[config.mk]
export PLATFORM = sky130hd
export DESIGN_NAME = fifo_status_flags_and_mailbox
export DESIGN_NICKNAME = d
export VERILOG_FILES = /design/src/pkg/fifo_flags_pkg.sv /design/src/fifo_status_flags_and_mailbox.sv
export VERILOG_INCLUDE_DIRS = /design/src /design/src/pkg
export SDC_FILE = /design/constraint.sdc
export NUM_CORES = 1
export LEC_CHECK = 0
export ABC_CLOCK_PERIOD_IN_PS = 9200
export BUFFER_PORTS_ARGS = -buffer_cell sky130_fd_sc_hd__buf_2
export CAP_MARGIN = 20
export CORE_UTILIZATION = 48
export CTS_CLUSTER_SIZE = 8
export DETAILED_ROUTE_END_ITERATION = 10
export HOLD_SLACK_MARGIN = 0.15
export PLACE_DENSITY = 0.77
export SYNTH_ARGS = -nofsm -noshare
export SYNTH_HDL_FRONTEND = slang
export SYNTH_SLANG_ARGS = --single-unit
[constraint.sdc]
create_clock -name sys_clk -period 9.2 [get_ports sys_clk]
set_clock_uncertainty 0.05 [all_clocks]
set_input_delay 0.46 -clock sys_clk [delete_from_list [all_inputs] [get_ports sys_clk]]
set_output_delay 0.46 -clock sys_clk [all_outputs]
set_load 0.1 [all_outputs]
[src/pkg/fifo_flags_cfg.svh]
// Register offsets, field positions and reset values of the flag and mailbox block
`ifndef FIFO_FLAGS_CFG_SVH
`define FIFO_FLAGS_CFG_SVH

`define REG_CTRL        8'h00
`define REG_EMPTY_ONE   8'h04
`define REG_EMPTY_TWO   8'h08
`define REG_FULL_ONE    8'h0C
`define REG_FULL_TWO    8'h10
`define REG_STATUS      8'h14
`define REG_LEVEL_ONE   8'h18
`define REG_LEVEL_TWO   8'h1C

`define CTRL_FALL_THROUGH_MODE_BIT   0
`define CTRL_SIZE_LSB   1
`define CTRL_SIZE_MSB   2
`define CTRL_RESET      32'h0000_0000

`define OFFSET_WIDTH    16
`define OFFSET_RESET    16'h0008

`define STAT_SPACE_A    0
`define STAT_SPACE_B    1
`define STAT_HIGH_A     2
`define STAT_HIGH_B     3
`define STAT_LOW_A      4
`define STAT_LOW_B      5
`define STAT_MAIL_ONE   6
`define STAT_MAIL_TWO   7

`define RESP_OKAY       2'h0
`define RESP_SLVERR     2'h2

`define MASK_LONG       36'hF_FFFF_FFFF
`define MASK_WORD       36'h0_0003_FFFF
`define MASK_BYTE       36'h0_0000_01FF

`endif

[src/pkg/fifo_flags_pkg.sv]
// Types shared by the flag and mailbox block
package fifo_flags_pkg;

  typedef enum logic [1:0] {
    BUS_LONG,
    BUS_WORD,
    BUS_BYTE,
    BUS_ILLEGAL
  } bus_size_type;

  typedef struct packed {
    logic        clkEn;
    logic        selectN;
    logic        direction;
    logic        enable;
    logic        mailboxSelect;
    logic [35:0] data;
  } port_pins_type;

  typedef struct packed {
    logic        awvalid;
    logic [31:0] awaddr;
    logic        wvalid;
    logic [31:0] wdata;
    logic [3:0]  wstrb;
    logic        bready;
    logic        arvalid;
    logic [31:0] araddr;
    logic        rready;
  } axi_req_type;

  typedef struct packed {
    logic        awready;
    logic        wready;
    logic        bvalid;
    logic [1:0]  bresp;
    logic        arready;
    logic        rvalid;
    logic [31:0] rdata;
    logic [1:0]  rresp;
  } axi_rsp_type;

endpackage

[src/fifo_status_flags_and_mailbox.sv]
// Status flags, offset registers and mailboxes of a bidirectional two-port FIFO
//
// Local design decisions: the address map and the AXI4-Lite slave port.
`timescale 1ns/10ps
`include "fifo_flags_cfg.svh"

module fifo_status_flags_and_mailbox #(
  parameter int DEPTH = 1024
) (
  input  wire logic                        sys_clk,
  input  wire logic                        rst,
  input  wire fifo_flags_pkg::axi_req_type axiReq,
  output      fifo_flags_pkg::axi_rsp_type axiRsp,
  input  wire fifo_flags_pkg::port_pins_type portAPins,
  input  wire fifo_flags_pkg::port_pins_type portBPins,
  input  wire logic                        fifoOneRead,
  input  wire logic                        fifoTwoRead,
  input  wire logic [35:0]                 fifoOneOutData,
  input  wire logic [35:0]                 fifoTwoOutData,
  output      logic [35:0]                 portAData,
  output      logic                        portADataOe,
  output      logic [35:0]                 portBData,
  output      logic                        portBDataOe,
  output      logic                        portASpaceFlag,
  output      logic                        portBSpaceFlag,
  output      logic                        portAHighFillFlag,
  output      logic                        portBHighFillFlag,
  output      logic                        portALowFillFlag,
  output      logic                        portBLowFillFlag,
  output      logic                        mailOneFlag,
  output      logic                        mailTwoFlag
);
  import fifo_flags_pkg::*;

  localparam int CW = $clog2(DEPTH) + 2;

  ////////////////////////////////////////////////////////////////////////////
  // Helpers

  function automatic logic [35:0] laneMask(input bus_size_type size);
    unique case (size)
      BUS_LONG: laneMask = `MASK_LONG;
      BUS_WORD: laneMask = `MASK_WORD;
      BUS_BYTE: laneMask = `MASK_BYTE;
      default:  laneMask = `MASK_LONG;
    endcase
  endfunction

  function automatic logic [31:0] applyStrb(input logic [31:0] old, input logic [31:0] wdat,
                                            input logic [3:0] strb);
    logic [31:0] res;
    res = old;
    for (int b = 0; b < 4; b++) begin
      if (strb[b]) begin
        res[b*8 +: 8] = wdat[b*8 +: 8];
      end
    end
    applyStrb = res;
  endfunction

  ////////////////////////////////////////////////////////////////////////////
  // Port decode, index 0 is FIFO one (A writes, B reads), index 1 FIFO two

  logic                  aWriteSel;
  logic                  aReadSel;
  logic                  bWriteSel;
  logic                  bReadSel;
  logic [1:0]            wrClkEn;
  logic [1:0]            rdClkEn;
  logic [1:0]            wrTake;
  logic [1:0]            rdTake;
  logic [1:0]            mailWrite;
  logic [1:0]            mailRead;
  logic [CW-1:0]         count_q [2];
  logic [CW-1:0]         countW [2];
  logic [CW-1:0]         countR [2];
  logic [CW-1:0]         emptyOff [2];
  logic [CW-1:0]         fullOff [2];
  logic [1:0]            space_q;
  logic [1:0]            spaceS1_q;
  logic [1:0]            high_q;
  logic [1:0]            highS1_q;
  logic [1:0]            low_q;
  logic [1:0]            lowS1_q;
  logic [1:0]            mailFlag_q;
  logic [35:0]           mailReg_q [2];
  logic [31:0]           ctrl_q;
  logic [`OFFSET_WIDTH-1:0] emptyOne_q;
  logic [`OFFSET_WIDTH-1:0] emptyTwo_q;
  logic [`OFFSET_WIDTH-1:0] fullOne_q;
  logic [`OFFSET_WIDTH-1:0] fullTwo_q;
  bus_size_type          busSize;
  logic [35:0]           mask;

  assign busSize = bus_size_type'(ctrl_q[`CTRL_SIZE_MSB:`CTRL_SIZE_LSB]);
  assign mask    = laneMask(busSize);

  assign aWriteSel = !portAPins.selectN && portAPins.direction && portAPins.enable && portAPins.clkEn;
  assign aReadSel  = !portAPins.selectN && !portAPins.direction && portAPins.enable && portAPins.clkEn;
  assign bWriteSel = !portBPins.selectN && !portBPins.direction && portBPins.enable && portBPins.clkEn;
  assign bReadSel  = !portBPins.selectN && portBPins.direction && portBPins.enable && portBPins.clkEn;

  assign wrClkEn = {portBPins.clkEn, portAPins.clkEn};
  assign rdClkEn = {portAPins.clkEn, portBPins.clkEn};

  // Writes blocked while no space is shown
  assign wrTake[0] = aWriteSel && !portAPins.mailboxSelect && space_q[0];
  assign wrTake[1] = bWriteSel && !portBPins.mailboxSelect && space_q[1];
  assign rdTake[0] = fifoOneRead && (count_q[0] != '0);
  assign rdTake[1] = fifoTwoRead && (count_q[1] != '0);

  // Mailbox selects the mail register instead of the FIFO
  assign mailWrite[0] = aWriteSel && portAPins.mailboxSelect && mailFlag_q[0];
  assign mailWrite[1] = bWriteSel && portBPins.mailboxSelect && mailFlag_q[1];
  assign mailRead[0]  = bReadSel && portBPins.mailboxSelect;
  assign mailRead[1]  = aReadSel && portAPins.mailboxSelect;

  assign emptyOff[0] = CW'(emptyOne_q);
  assign emptyOff[1] = CW'(emptyTwo_q);
  assign fullOff[0]  = CW'(fullOne_q);
  assign fullOff[1]  = CW'(fullTwo_q);

  // Own-edge events count now; far-side events only from registered count
  always_comb begin
    for (int i = 0; i < 2; i++) begin
      countW[i] = count_q[i] + CW'(wrTake[i]);
      countR[i] = count_q[i] - CW'(rdTake[i]);
    end
  end

  ////////////////////////////////////////////////////////////////////////////
  // Fill level

  always_ff @(posedge sys_clk or posedge rst) begin
    if (rst) begin
      count_q[0] <= '0;
      count_q[1] <= '0;
    end else begin
      for (int i = 0; i < 2; i++) begin
        count_q[i] <= count_q[i] + CW'(wrTake[i]) - CW'(rdTake[i]);
      end
    end
  end

  ////////////////////////////////////////////////////////////////////////////
  // Write-side flags: space and high fill

  always_ff @(posedge sys_clk or posedge rst) begin
    if (rst) begin
      space_q   <= 2'h0;
      spaceS1_q <= 2'h0;
    end else begin
      for (int i = 0; i < 2; i++) begin
        if (wrClkEn[i]) begin
          spaceS1_q[i] <= countW[i] < CW'(DEPTH);
          space_q[i]   <= (countW[i] < CW'(DEPTH)) && spaceS1_q[i];
        end
      end
    end
  end

  always_ff @(posedge sys_clk or posedge rst) begin
    if (rst) begin
      high_q   <= 2'h0;
      highS1_q <= 2'h0;
    end else begin
      for (int i = 0; i < 2; i++) begin
        if (wrClkEn[i]) begin
          highS1_q[i] <= countW[i] + fullOff[i] + CW'(1) <= CW'(DEPTH);
          high_q[i]   <= (countW[i] + fullOff[i] + CW'(1) <= CW'(DEPTH)) && highS1_q[i];
        end
      end
    end
  end

  ////////////////////////////////////////////////////////////////////////////
  // Read-side flag: low fill

  always_ff @(posedge sys_clk or posedge rst) begin
    if (rst) begin
      low_q   <= 2'h0;
      lowS1_q <= 2'h0;
    end else begin
      for (int i = 0; i < 2; i++) begin
        if (rdClkEn[i]) begin
          lowS1_q[i] <= countR[i] > emptyOff[i];
          low_q[i]   <= (countR[i] > emptyOff[i]) && lowS1_q[i];
        end
      end
    end
  end

  ////////////////////////////////////////////////////////////////////////////
  // Mailboxes

  always_ff @(posedge sys_clk or posedge rst) begin
    if (rst) begin
      mailReg_q[0] <= 36'h0_0000_0000;
      mailReg_q[1] <= 36'h0_0000_0000;
    end else begin
      if (mailWrite[0]) begin
        mailReg_q[0] <= portAPins.data & mask;
      end
      if (mailWrite[1]) begin
        mailReg_q[1] <= portBPins.data & mask;
      end
    end
  end

  // New mail wins over a read in the same cycle
  always_ff @(posedge sys_clk or posedge rst) begin
    if (rst) begin
      mailFlag_q <= 2'h3;
    end else begin
      for (int i = 0; i < 2; i++) begin
        if (mailWrite[i]) begin
          mailFlag_q[i] <= 1'b0;
        end else if (mailRead[i]) begin
          mailFlag_q[i] <= 1'b1;
        end
      end
    end
  end

  ////////////////////////////////////////////////////////////////////////////
  // Data outputs

  always_ff @(posedge sys_clk or posedge rst) begin
    if (rst) begin
      portAData   <= 36'h0_0000_0000;
      portADataOe <= 1'b0;
      portBData   <= 36'h0_0000_0000;
      portBDataOe <= 1'b0;
    end else begin
      portADataOe <= !portAPins.selectN && !portAPins.direction;
      portBDataOe <= !portBPins.selectN && portBPins.direction;
      portAData   <= portAPins.mailboxSelect ? mailReg_q[1] : fifoTwoOutData;
      portBData   <= portBPins.mailboxSelect ? mailReg_q[0] : fifoOneOutData;
    end
  end

  assign portASpaceFlag    = space_q[0];
  assign portBSpaceFlag    = space_q[1];
  assign portAHighFillFlag = high_q[0];
  assign portBHighFillFlag = high_q[1];
  assign portBLowFillFlag  = low_q[0];
  assign portALowFillFlag  = low_q[1];
  assign mailOneFlag       = mailFlag_q[0];
  assign mailTwoFlag       = mailFlag_q[1];

  ////////////////////////////////////////////////////////////////////////////
  // AXI4-Lite write channel

  logic        awHeld_q;
  logic [7:0]  awAddr_q;
  logic        wHeld_q;
  logic [31:0] wData_q;
  logic [3:0]  wStrb_q;
  logic        awReady_q;
  logic        wReady_q;
  logic        bValid_q;
  logic [1:0]  bResp_q;
  logic        doWrite;
  logic        wrHit;

  assign doWrite = awHeld_q && wHeld_q && !bValid_q;
  assign wrHit   = awAddr_q inside {`REG_CTRL, `REG_EMPTY_ONE, `REG_EMPTY_TWO, `REG_FULL_ONE, `REG_FULL_TWO};

  always_ff @(posedge sys_clk or posedge rst) begin
    if (rst) begin
      awHeld_q  <= 1'b0;
      awAddr_q  <= 8'h00;
      awReady_q <= 1'b0;
      wHeld_q   <= 1'b0;
      wData_q   <= 32'h0000_0000;
      wStrb_q   <= 4'h0;
      wReady_q  <= 1'b0;
    end else begin
      if (axiReq.awvalid && awReady_q) begin
        awHeld_q  <= 1'b1;
        awAddr_q  <= {axiReq.awaddr[7:2], 2'h0};
        awReady_q <= 1'b0;
      end else if (doWrite) begin
        awHeld_q  <= 1'b0;
      end else if (!awHeld_q && !bValid_q) begin
        awReady_q <= 1'b1;
      end
      if (axiReq.wvalid && wReady_q) begin
        wHeld_q  <= 1'b1;
        wData_q  <= axiReq.wdata;
        wStrb_q  <= axiReq.wstrb;
        wReady_q <= 1'b0;
      end else if (doWrite) begin
        wHeld_q  <= 1'b0;
      end else if (!wHeld_q && !bValid_q) begin
        wReady_q <= 1'b1;
      end
    end
  end

  always_ff @(posedge sys_clk or posedge rst) begin
    if (rst) begin
      bValid_q <= 1'b0;
      bResp_q  <= `RESP_OKAY;
    end else if (doWrite) begin
      bValid_q <= 1'b1;
      bResp_q  <= wrHit ? `RESP_OKAY : `RESP_SLVERR;
    end else if (bValid_q && axiReq.bready) begin
      bValid_q <= 1'b0;
    end
  end

  always_ff @(posedge sys_clk or posedge rst) begin
    if (rst) begin
      ctrl_q     <= `CTRL_RESET;
      emptyOne_q <= `OFFSET_RESET;
      emptyTwo_q <= `OFFSET_RESET;
      fullOne_q  <= `OFFSET_RESET;
      fullTwo_q  <= `OFFSET_RESET;
    end else if (doWrite) begin
      unique case (awAddr_q)
        `REG_CTRL:      ctrl_q     <= applyStrb(ctrl_q, wData_q, wStrb_q) & 32'h0000_0007;
        `REG_EMPTY_ONE: emptyOne_q <= 16'(applyStrb({16'h0000, emptyOne_q}, wData_q, wStrb_q));
        `REG_EMPTY_TWO: emptyTwo_q <= 16'(applyStrb({16'h0000, emptyTwo_q}, wData_q, wStrb_q));
        `REG_FULL_ONE:  fullOne_q  <= 16'(applyStrb({16'h0000, fullOne_q}, wData_q, wStrb_q));
        `REG_FULL_TWO:  fullTwo_q  <= 16'(applyStrb({16'h0000, fullTwo_q}, wData_q, wStrb_q));
        default: ;
      endcase
    end
  end

  ////////////////////////////////////////////////////////////////////////////
  // AXI4-Lite read channel

  logic        arReady_q;
  logic        rValid_q;
  logic [31:0] rData_q;
  logic [1:0]  rResp_q;
  logic [31:0] status;

  always_comb begin
    status = 32'h0000_0000;
    status[`STAT_SPACE_A]  = space_q[0];
    status[`STAT_SPACE_B]  = space_q[1];
    status[`STAT_HIGH_A]   = high_q[0];
    status[`STAT_HIGH_B]   = high_q[1];
    status[`STAT_LOW_A]    = low_q[1];
    status[`STAT_LOW_B]    = low_q[0];
    status[`STAT_MAIL_ONE] = mailFlag_q[0];
    status[`STAT_MAIL_TWO] = mailFlag_q[1];
  end

  always_ff @(posedge sys_clk or posedge rst) begin
    if (rst) begin
      arReady_q <= 1'b0;
      rValid_q  <= 1'b0;
      rData_q   <= 32'h0000_0000;
      rResp_q   <= `RESP_OKAY;
    end else if (axiReq.arvalid && arReady_q) begin
      arReady_q <= 1'b0;
      rValid_q  <= 1'b1;
      rResp_q   <= `RESP_OKAY;
      unique case ({axiReq.araddr[7:2], 2'h0})
        `REG_CTRL:      rData_q <= ctrl_q;
        `REG_EMPTY_ONE: rData_q <= {16'h0000, emptyOne_q};
        `REG_EMPTY_TWO: rData_q <= {16'h0000, emptyTwo_q};
        `REG_FULL_ONE:  rData_q <= {16'h0000, fullOne_q};
        `REG_FULL_TWO:  rData_q <= {16'h0000, fullTwo_q};
        `REG_STATUS:    rData_q <= status;
        `REG_LEVEL_ONE: rData_q <= 32'(count_q[0]);
        `REG_LEVEL_TWO: rData_q <= 32'(count_q[1]);
        default: begin
          rData_q <= 32'h0000_0000;
          rResp_q <= `RESP_SLVERR;
        end
      endcase
    end else if (rValid_q && axiReq.rready) begin
      rValid_q <= 1'b0;
    end else if (!rValid_q) begin
      arReady_q <= 1'b1;
    end
  end

  assign axiRsp = '{awready: awReady_q, wready: wReady_q, bvalid: bValid_q, bresp: bResp_q,
                    arready: arReady_q, rvalid: rValid_q, rdata: rData_q, rresp: rResp_q};

  ////////////////////////////////////////////////////////////////////////////
  // Checks

  a_full_blocks_space: assert property (@(posedge sys_clk) disable iff (rst)
    wrTake[0] && !rdTake[0] && count_q[0] == CW'(DEPTH - 1) |=> !space_q[0])
    else $error("space flag stayed high at full");

  a_blocked_write_lost: assert property (@(posedge sys_clk) disable iff (rst)
    aWriteSel && !portAPins.mailboxSelect && !space_q[0] && !rdTake[0] |=> $stable(count_q[0]))
    else $error("write taken while space flag low");

  a_space_two_edges: assert property (@(posedge sys_clk) disable iff (rst)
    $rose(space_q[0]) |-> $past(spaceS1_q[0]) && $past(portAPins.clkEn))
    else $error("space flag rose without two write edges");

  a_low_fill_level: assert property (@(posedge sys_clk) disable iff (rst)
    low_q[0] |-> count_q[0] > emptyOff[0])
    else $error("low fill flag high at or below offset");

  a_high_fill_level: assert property (@(posedge sys_clk) disable iff (rst)
    high_q[1] |-> count_q[1] + fullOff[1] + CW'(1) <= CW'(DEPTH))
    else $error("high fill flag high above threshold");

  a_mail_write_flag: assert property (@(posedge sys_clk) disable iff (rst)
    mailWrite[0] |=> !mailFlag_q[0] && mailReg_q[0] == ($past(portAPins.data) & $past(mask)))
    else $error("mail write did not store or clear flag");

  a_mail_read_sets: assert property (@(posedge sys_clk) disable iff (rst)
    mailRead[1] && !mailWrite[1] |=> mailFlag_q[1])
    else $error("mail read did not set flag");

  a_mail_holds: assert property (@(posedge sys_clk) disable iff (rst)
    !mailWrite[1] |=> $stable(mailReg_q[1]))
    else $error("mail register changed without write");

  a_output_source: assert property (@(posedge sys_clk) disable iff (rst)
    portBPins.mailboxSelect ##1 portBDataOe |-> portBData == $past(mailReg_q[0]))
    else $error("port B output not from mail register");

endmodule // fifo_status_flags_and_mailbox

# Word-level counts from Yosys, hierarchy flattened
# Index checks and enable logic that the tools add are counted.
[classes]
n_addsub = 10
reduce_logical = 74
muxes = 26
n_eq_ne = 17
n_lt_le_gt_ge = 6
bitwise_logic = 2
[ops]
columns = ["op", "n"]
rows = [
  ["$pmux W16 S8", 1],
  ["$and A36 B36 Y36", 2],
  ["$mux W36", 2],
  ["$pmux W36 S2", 1],
  ["$sub A12 B1 Y12", 4],
  ["$logic_and A1 B1 Y1", 39],
  ["$eq A6 B3 Y1 const B", 5],
  ["$reduce_and A3 Y1", 9],
  ["$add A12 B1 Y12", 2],
  ["$add A12 B1 Y12 const B", 2],
  ["$add A12 B12 Y12", 2],
  ["$eq A6 B2 Y1 const B", 4],
  ["$gt A12 B12 Y1", 2],
  ["$le A12 B11 Y1 const B", 2],
  ["$lt A12 B11 Y1 const B", 2],
  ["$reduce_bool A12 Y1", 2],
  ["$mux W1", 20],
  ["$reduce_bool A2 Y1", 8],
  ["$eq A6 B1 Y1 const B", 2],
  ["$logic_not A1 Y1", 9],
  ["$logic_not A8 Y1", 1],
  ["$reduce_or A8 Y1", 1],
  ["$logic_not A6 Y1", 1],
  ["$ne A2 B1 Y1 const B", 3],
  ["other kinds (6)", 9],
]
[word_totals]
out_inout_bits = 123
regBits = 318
word_cells = 179

# Longest topological paths before layout
[logic_depth]
ltp_word = 11
ltp_mapped = 19
depth_no_buf = 19

# Worst setup path after synthesis
# Ideal clock, no wire load.
[synth_path]
path_type = "input port to flip-flop"
start = "input portAPins[36] in the netlist's numbering"
end = "register high_q[0]"
t_required_ns = 9.047
t_arrival_ns = 4.139
setup_slack_ns = 4.908
path_stages = 15
path_cell_list = "buf_1 -> clkbuf_1 -> nor3_1 -> ha_1 -> ha_1 -> nand3_1 -> xor2_1 -> inv_1 -> ha_1 -> nor2b_1 -> or4_1 -> a2111o_1 -> a2111oi_2 -> nor3_1 -> o41ai_2"
[synth_via]
elab_chain_cells = 8
[synth_rtl]
columns = ["item", "line_no", "source"]
rows = [
  ["from (decl)", "fifo_status_flags_and_mailbox.sv:14", "input wire fifo_flags_pkg::port_pins_type portAPins,"],
  ["$logic_not A1 Y1", "fifo_status_flags_and_mailbox.sv:107", "assign wrTake[0] = aWriteSel && !portAPins.mailboxSelect && space_q[0];"],
  ["$logic_and A1 B1 Y1 (2 in series)", "fifo_status_flags_and_mailbox.sv:107", ""],
  ["$add A12 B1 Y12", "fifo_status_flags_and_mailbox.sv:126", "countW[i] = count_q[i] + CW'(wrTake[i]);"],
  ["$add A12 B12 Y12", "fifo_status_flags_and_mailbox.sv:170", "high_q[i] <= (countW[i] + fullOff[i] + CW'(1) <= CW'(DEPTH)) && highS1_q[i];"],
  ["$add A12 B1 Y12", "fifo_status_flags_and_mailbox.sv:170", ""],
  ["$le A12 B11 Y1", "fifo_status_flags_and_mailbox.sv:170", ""],
  ["$logic_and A1 B1 Y1", "fifo_status_flags_and_mailbox.sv:170", ""],
  ["to (signal, indexed assignment)", "fifo_status_flags_and_mailbox.sv:170", ""],
  ["to (decl)", "fifo_status_flags_and_mailbox.sv:81", "logic [1:0] high_q;"],
]
# Every way passes these cells.
# A chain may end at the register's enable or synchronous reset.

# Worst setup path after layout
[layout_path]
start = "input portBPins[39] in the netlist's numbering"
end = "register highS1_q[1]"
[layout_via]
elab_chain_cells = 10
[layout_rtl]
columns = ["item", "line_no", "source"]
rows = [
  ["from (decl)", "fifo_status_flags_and_mailbox.sv:15", "input wire fifo_flags_pkg::port_pins_type portBPins,"],
  ["$logic_not A1 Y1", "fifo_status_flags_and_mailbox.sv:100", "assign bWriteSel = !portBPins.selectN && !portBPins.direction && portBPins.enable && portBPins.clkEn;"],
  ["$logic_and A1 B1 Y1 (3 in series)", "fifo_status_flags_and_mailbox.sv:100", ""],
  ["$logic_and A1 B1 Y1 (2 in series)", "fifo_status_flags_and_mailbox.sv:108", "assign wrTake[1] = bWriteSel && !portBPins.mailboxSelect && space_q[1];"],
  ["$add A12 B1 Y12", "fifo_status_flags_and_mailbox.sv:126", ""],
  ["$add A12 B12 Y12", "fifo_status_flags_and_mailbox.sv:169", "highS1_q[i] <= countW[i] + fullOff[i] + CW'(1) <= CW'(DEPTH);"],
  ["$add A12 B1 Y12", "fifo_status_flags_and_mailbox.sv:169", ""],
  ["$le A12 B11 Y1", "fifo_status_flags_and_mailbox.sv:169", ""],
  ["to (signal, indexed assignment)", "fifo_status_flags_and_mailbox.sv:169", ""],
  ["to (decl)", "fifo_status_flags_and_mailbox.sv:82", "logic [1:0] highS1_q;"],
]
# Every way passes these cells.

==> metrics.log <==
[metrics] result of the run: completed
[metrics] Root Buffer Master: clkbuf_16
[metrics] remaining max-slew budget at the tightest pin: 0.348
[metrics] clock period minus final worst setup slack: around 5000 ps
[metrics] endpoints failing setup: 0
[metrics] Worst Setup Path Type: in2reg
[metrics] metal3 WL: 3.77 mm
[metrics] number of instances resized during post-cts repair: 0
[metrics] antenna viol nets, final: 0
[metrics] total negative setup slack: 0 ps
[metrics] pin count of the biggest net entering global routing: 185
[metrics] reported max-cap violation count: 0
[metrics] GR Overflow Total: 0
[metrics] per-cell routed wire length: 20.9 um
[metrics] clock buffer depth: 3
[metrics] Placed Area: ~0.016 sq mm
[metrics] die area: 0.0312 sq mm
[metrics] met2 routed WL: 22.9 mm
[metrics] maximum single-stage delay on the critical path: 550 ps
[metrics] detailed-route via count: 12,700
[metrics] cell type of the slowest stage on the worst timing path: dlygate4sd3_1
[metrics] async set-or-reset flop fraction in the synthesized netlist: 1.00
[metrics] number of detailed-route iterations in the first pass: 5
[metrics] Routed met1 length: 18.0 mm
[metrics] Critical Path Fanout Max: 5
[metrics] Post-route DRC: 0
[metrics] detail-routed via count per cell: 5.64
[metrics] arrival time of data at the critical path endpoint: 5340 ps
[metrics] synthesized area per cell: 10.8 sq um
[metrics] Cell Chain, Critical Path: dlygate4sd3_1, buf_2, and3b_1, nor2b_1, nor3b_1, ha_1, ha_1, nand3_1, xor2_1, inv_1, ha_1, o21a_1, nor2_1, a211oi_1, or4_1, a221oi_1, a211oi_1, o32ai_1
[metrics] fin nets: 2,141
[metrics] netlist area before placement: 0.0146 sq mm
[metrics] floorplan core area: 0.0298 sq mm
[metrics] crit start category: primary input
[metrics] transition time at the pin with the least slew margin: between 900 and 1000 ps
[metrics] TritonCTS clock tree: yes
[metrics] 1st-iter DRT viols: 988
[metrics] layout cell share with drive strength beyond 1: 0.277
[metrics] total number of H-tree levels: 2
[metrics] final design area excluding fillers: between 0.015 and 0.02 sq mm
[metrics] cell occurring most often along the worst timing path: ha_1
[metrics] worst supply voltage drop on vdd: 215 uV
[metrics] Peak Freq: 202 MHz
[metrics] post-CTS setup repair buffer count: 0
[metrics] top cell type's share of synthesized area: 0.503
[metrics] overall die width: 177 um
[metrics] power per cell area: 307 mW/mm^2
[metrics] vias in the first global route: about 13,000
[metrics] number of pins with negative max-slew slack in the final report: 0
[metrics] first-pass GRT wire length: around 70 mm
[metrics] leak pwr: around 9.6 nW
[metrics] RSZ-0062 raised after global routing: no
[metrics] class of the worst hold path: in2reg
[metrics] final clock period utilization by the worst path: 0.537
[metrics] data required time at the worst endpoint: 9600 ps
[metrics] height of the chip: 177 um
[metrics] clock-pin slew on the worst setup and hold paths: 50 ps
[metrics] Layout area overhead: 32.8%
[metrics] hold buffers post-CTS: about 180
[metrics] post-DP HPWL: 29.1 mm
[metrics] Yosys cell types: slightly above 60
[metrics] count of pins on the block boundary: 386
[metrics] antenna violations before repair: 3
[metrics] sequential cell area fraction in the yosys report: 0.513
[metrics] Most used DFF post-synth: dfrtp_1
[metrics] clock network latency to the later pin of the worst-skew pair: 550 ps
[metrics] Final Hold Fails: 0
[metrics] kind of end point of the critical path: flop
[metrics] number of storage elements in the synthesis netlist: 300
[metrics] routed wire length: between 40 and 50 mm
[metrics] dominant cell type by area after synthesis: dfrtp_1
[metrics] Yosys warning count: 0
[metrics] top cells by area, synth: dfrtp_1 (50%), mux2_2 (11%), nand2_1 (5.7%)
[metrics] number of clock sinks seen by CTS: 300
[metrics] cell count after synthesis: 1,352
[metrics] starting density of the core: 0.491
[metrics] final estimated routing congestion in global placement: roughly 0.96
[metrics] number of flops mapped to enable cells by yosys: 0
[metrics] top routing layer in use: met4
[metrics] count of port buffers added during placement: 297
[metrics] number of placement rows: 63
[metrics] GRT Total Usage: 0.301
[metrics] TritonCTS buffer count: 43
[registers in the layout (all words and copies together), names as in the netlist, 2 cells and up]
register,count
wData_q,16
space_q,2
spaceS1_q,2
rData_q,16
ctrl_q,3
count_q,24
mailReg_q,72
emptyOne_q,16
emptyTwo_q,16
portBData,36
fullTwo_q,16
awAddr_q,6
lowS1_q,2
highS1_q,2
high_q,2
wStrb_q,2
fullOne_q,16
mailFlag_q,2
low_q,2
portAData,36
[path summary, 6_finish.rpt]
path	startpoint	endpoint	slack (ps)	depth (start not counted)
min reg2reg	mailReg_q[35]	mailReg_q[35]	410	2
max	portBPins[39]	highS1_q[1]	4260	18
min	portBPins[38]	mailFlag_q[0]	170	3
max reg2reg	space_q[1]	highS1_q[1]	4970	15
max in group asynchronous	rst	rData_q[7]	7030	4
min in group asynchronous	rst	portBData[6]	540	3
[cell type report]
cell class                      instances  area (sq um)
Clock buffer                           75          1210
Antenna cell                            5          12.5
Tap cell                              390           488
Multi-Input combinational cell        919          6540
Inverter                               75           289
Sequential cell                       300          7510
Timing Repair Buffer                  480          3310
Fill cell                            2154         10400
Clock inverter                          3          70.1
[layer usage]
| layer | GRT usage | vias to the layer above |
|---|---|---|
| met5 | 0 | - |
| met4 | 0.157 | 0 |
| met3 | 0.0689 | 184 |
| met2 | 0.497 | 674 |
| met1 | 0.367 | 6206 |
| li1 | - | 5602 |
[synthesized netlist by cell type (all sizes together), types with 5 or more instances]
master	count
dfrtp	294
nand2	221
mux2	163
inv	75
nand3	66
ha	59
nor2	46
clkbuf	45
o21ai	37
xor2	37
buf	30
xnor2	30
nor3	23
a21oi	20
nand3b	20
a22oi	18
nand4	17
nor2b	15
a21o	14
a221oi	11
and3	11
nand2b	10
o21a	8
a31oi	7
dfstp	6
a22o	5
mux2i	5
o41ai	5
[critical path: cells and delay by family]
kind / cells / cell delay (ps)
AND/OR/NAND/NOR: 6 / 1790
AO/OA/AOI/OAI: 5 / 1170
adder cells (fa/ha/maj): 3 / 920
buffers and inverters: 3 / 800
XOR/XNOR: 1 / 200
[layout by cell type (no fill, tap or decap), types with 18 or more instances in the layout]
cell type / netlist / final
buf_2: 0 / 297
dfrtp_1: 294 / 294
nand2_1: 221 / 221
dlygate4sd3_1: 0 / 176
mux2_2: 143 / 143
inv_1: 73 / 72
nand3_1: 66 / 66
ha_1: 59 / 59
nor2_1: 46 / 45
clkbuf_16: 0 / 43
xor2_1: 37 / 37
clkbuf_1: 45 / 31
xnor2_1: 30 / 30
nor3_1: 23 / 22
mux2_1: 20 / 20
nand3b_1: 20 / 20
a21oi_1: 19 / 19
o21ai_1: 19 / 19
o21ai_0: 18 / 18
a22oi_1: 18 / 18
conb_1: 1 / 18
[through the flow]
stage | util | std cells | worst slack (ps) | hold WS (ps) | power, W
3_3_place_gp | 0.550 | 1988 | 4280 | 394 | 0.00423
4_1_cts | 0.652 | 2242 | 4270 | 155 | 0.00588
3_5_place_dp | 0.550 | 1988 | 4130 | 400 | 0.00431
6_report | 0.652 | 2247 | 4260 | 173 | 0.00596
2_1_floorplan | - | 1369 | 411 | 383 | 0.00378
5_1_grt | 0.652 | 2245 | 4000 | 184 | 0.00624
[kinds of logic (layout without fill, tap and decap cells)]
group,count (synthesis),in the layout,share of synthesized area
and+or+nand+nor,448,448,0.141
DFF,300,300,0.513
muxes,172,172,0.135
AOI/OAI and AO/OA,154,154,0.0737
buffers and inverters,150,633,0.0444
xor gates and xnor gates,68,68,0.0416
adders and majority gates,59,59,0.0504
other,1,23,0.000256
[where the power goes]
group          switching [W]  internal (W)
sequential          0.000440       0.00172
clock               0.000606      0.000893
combinational        0.00154      0.000765
Note: power is estimated with default switching activity, not from simulation.
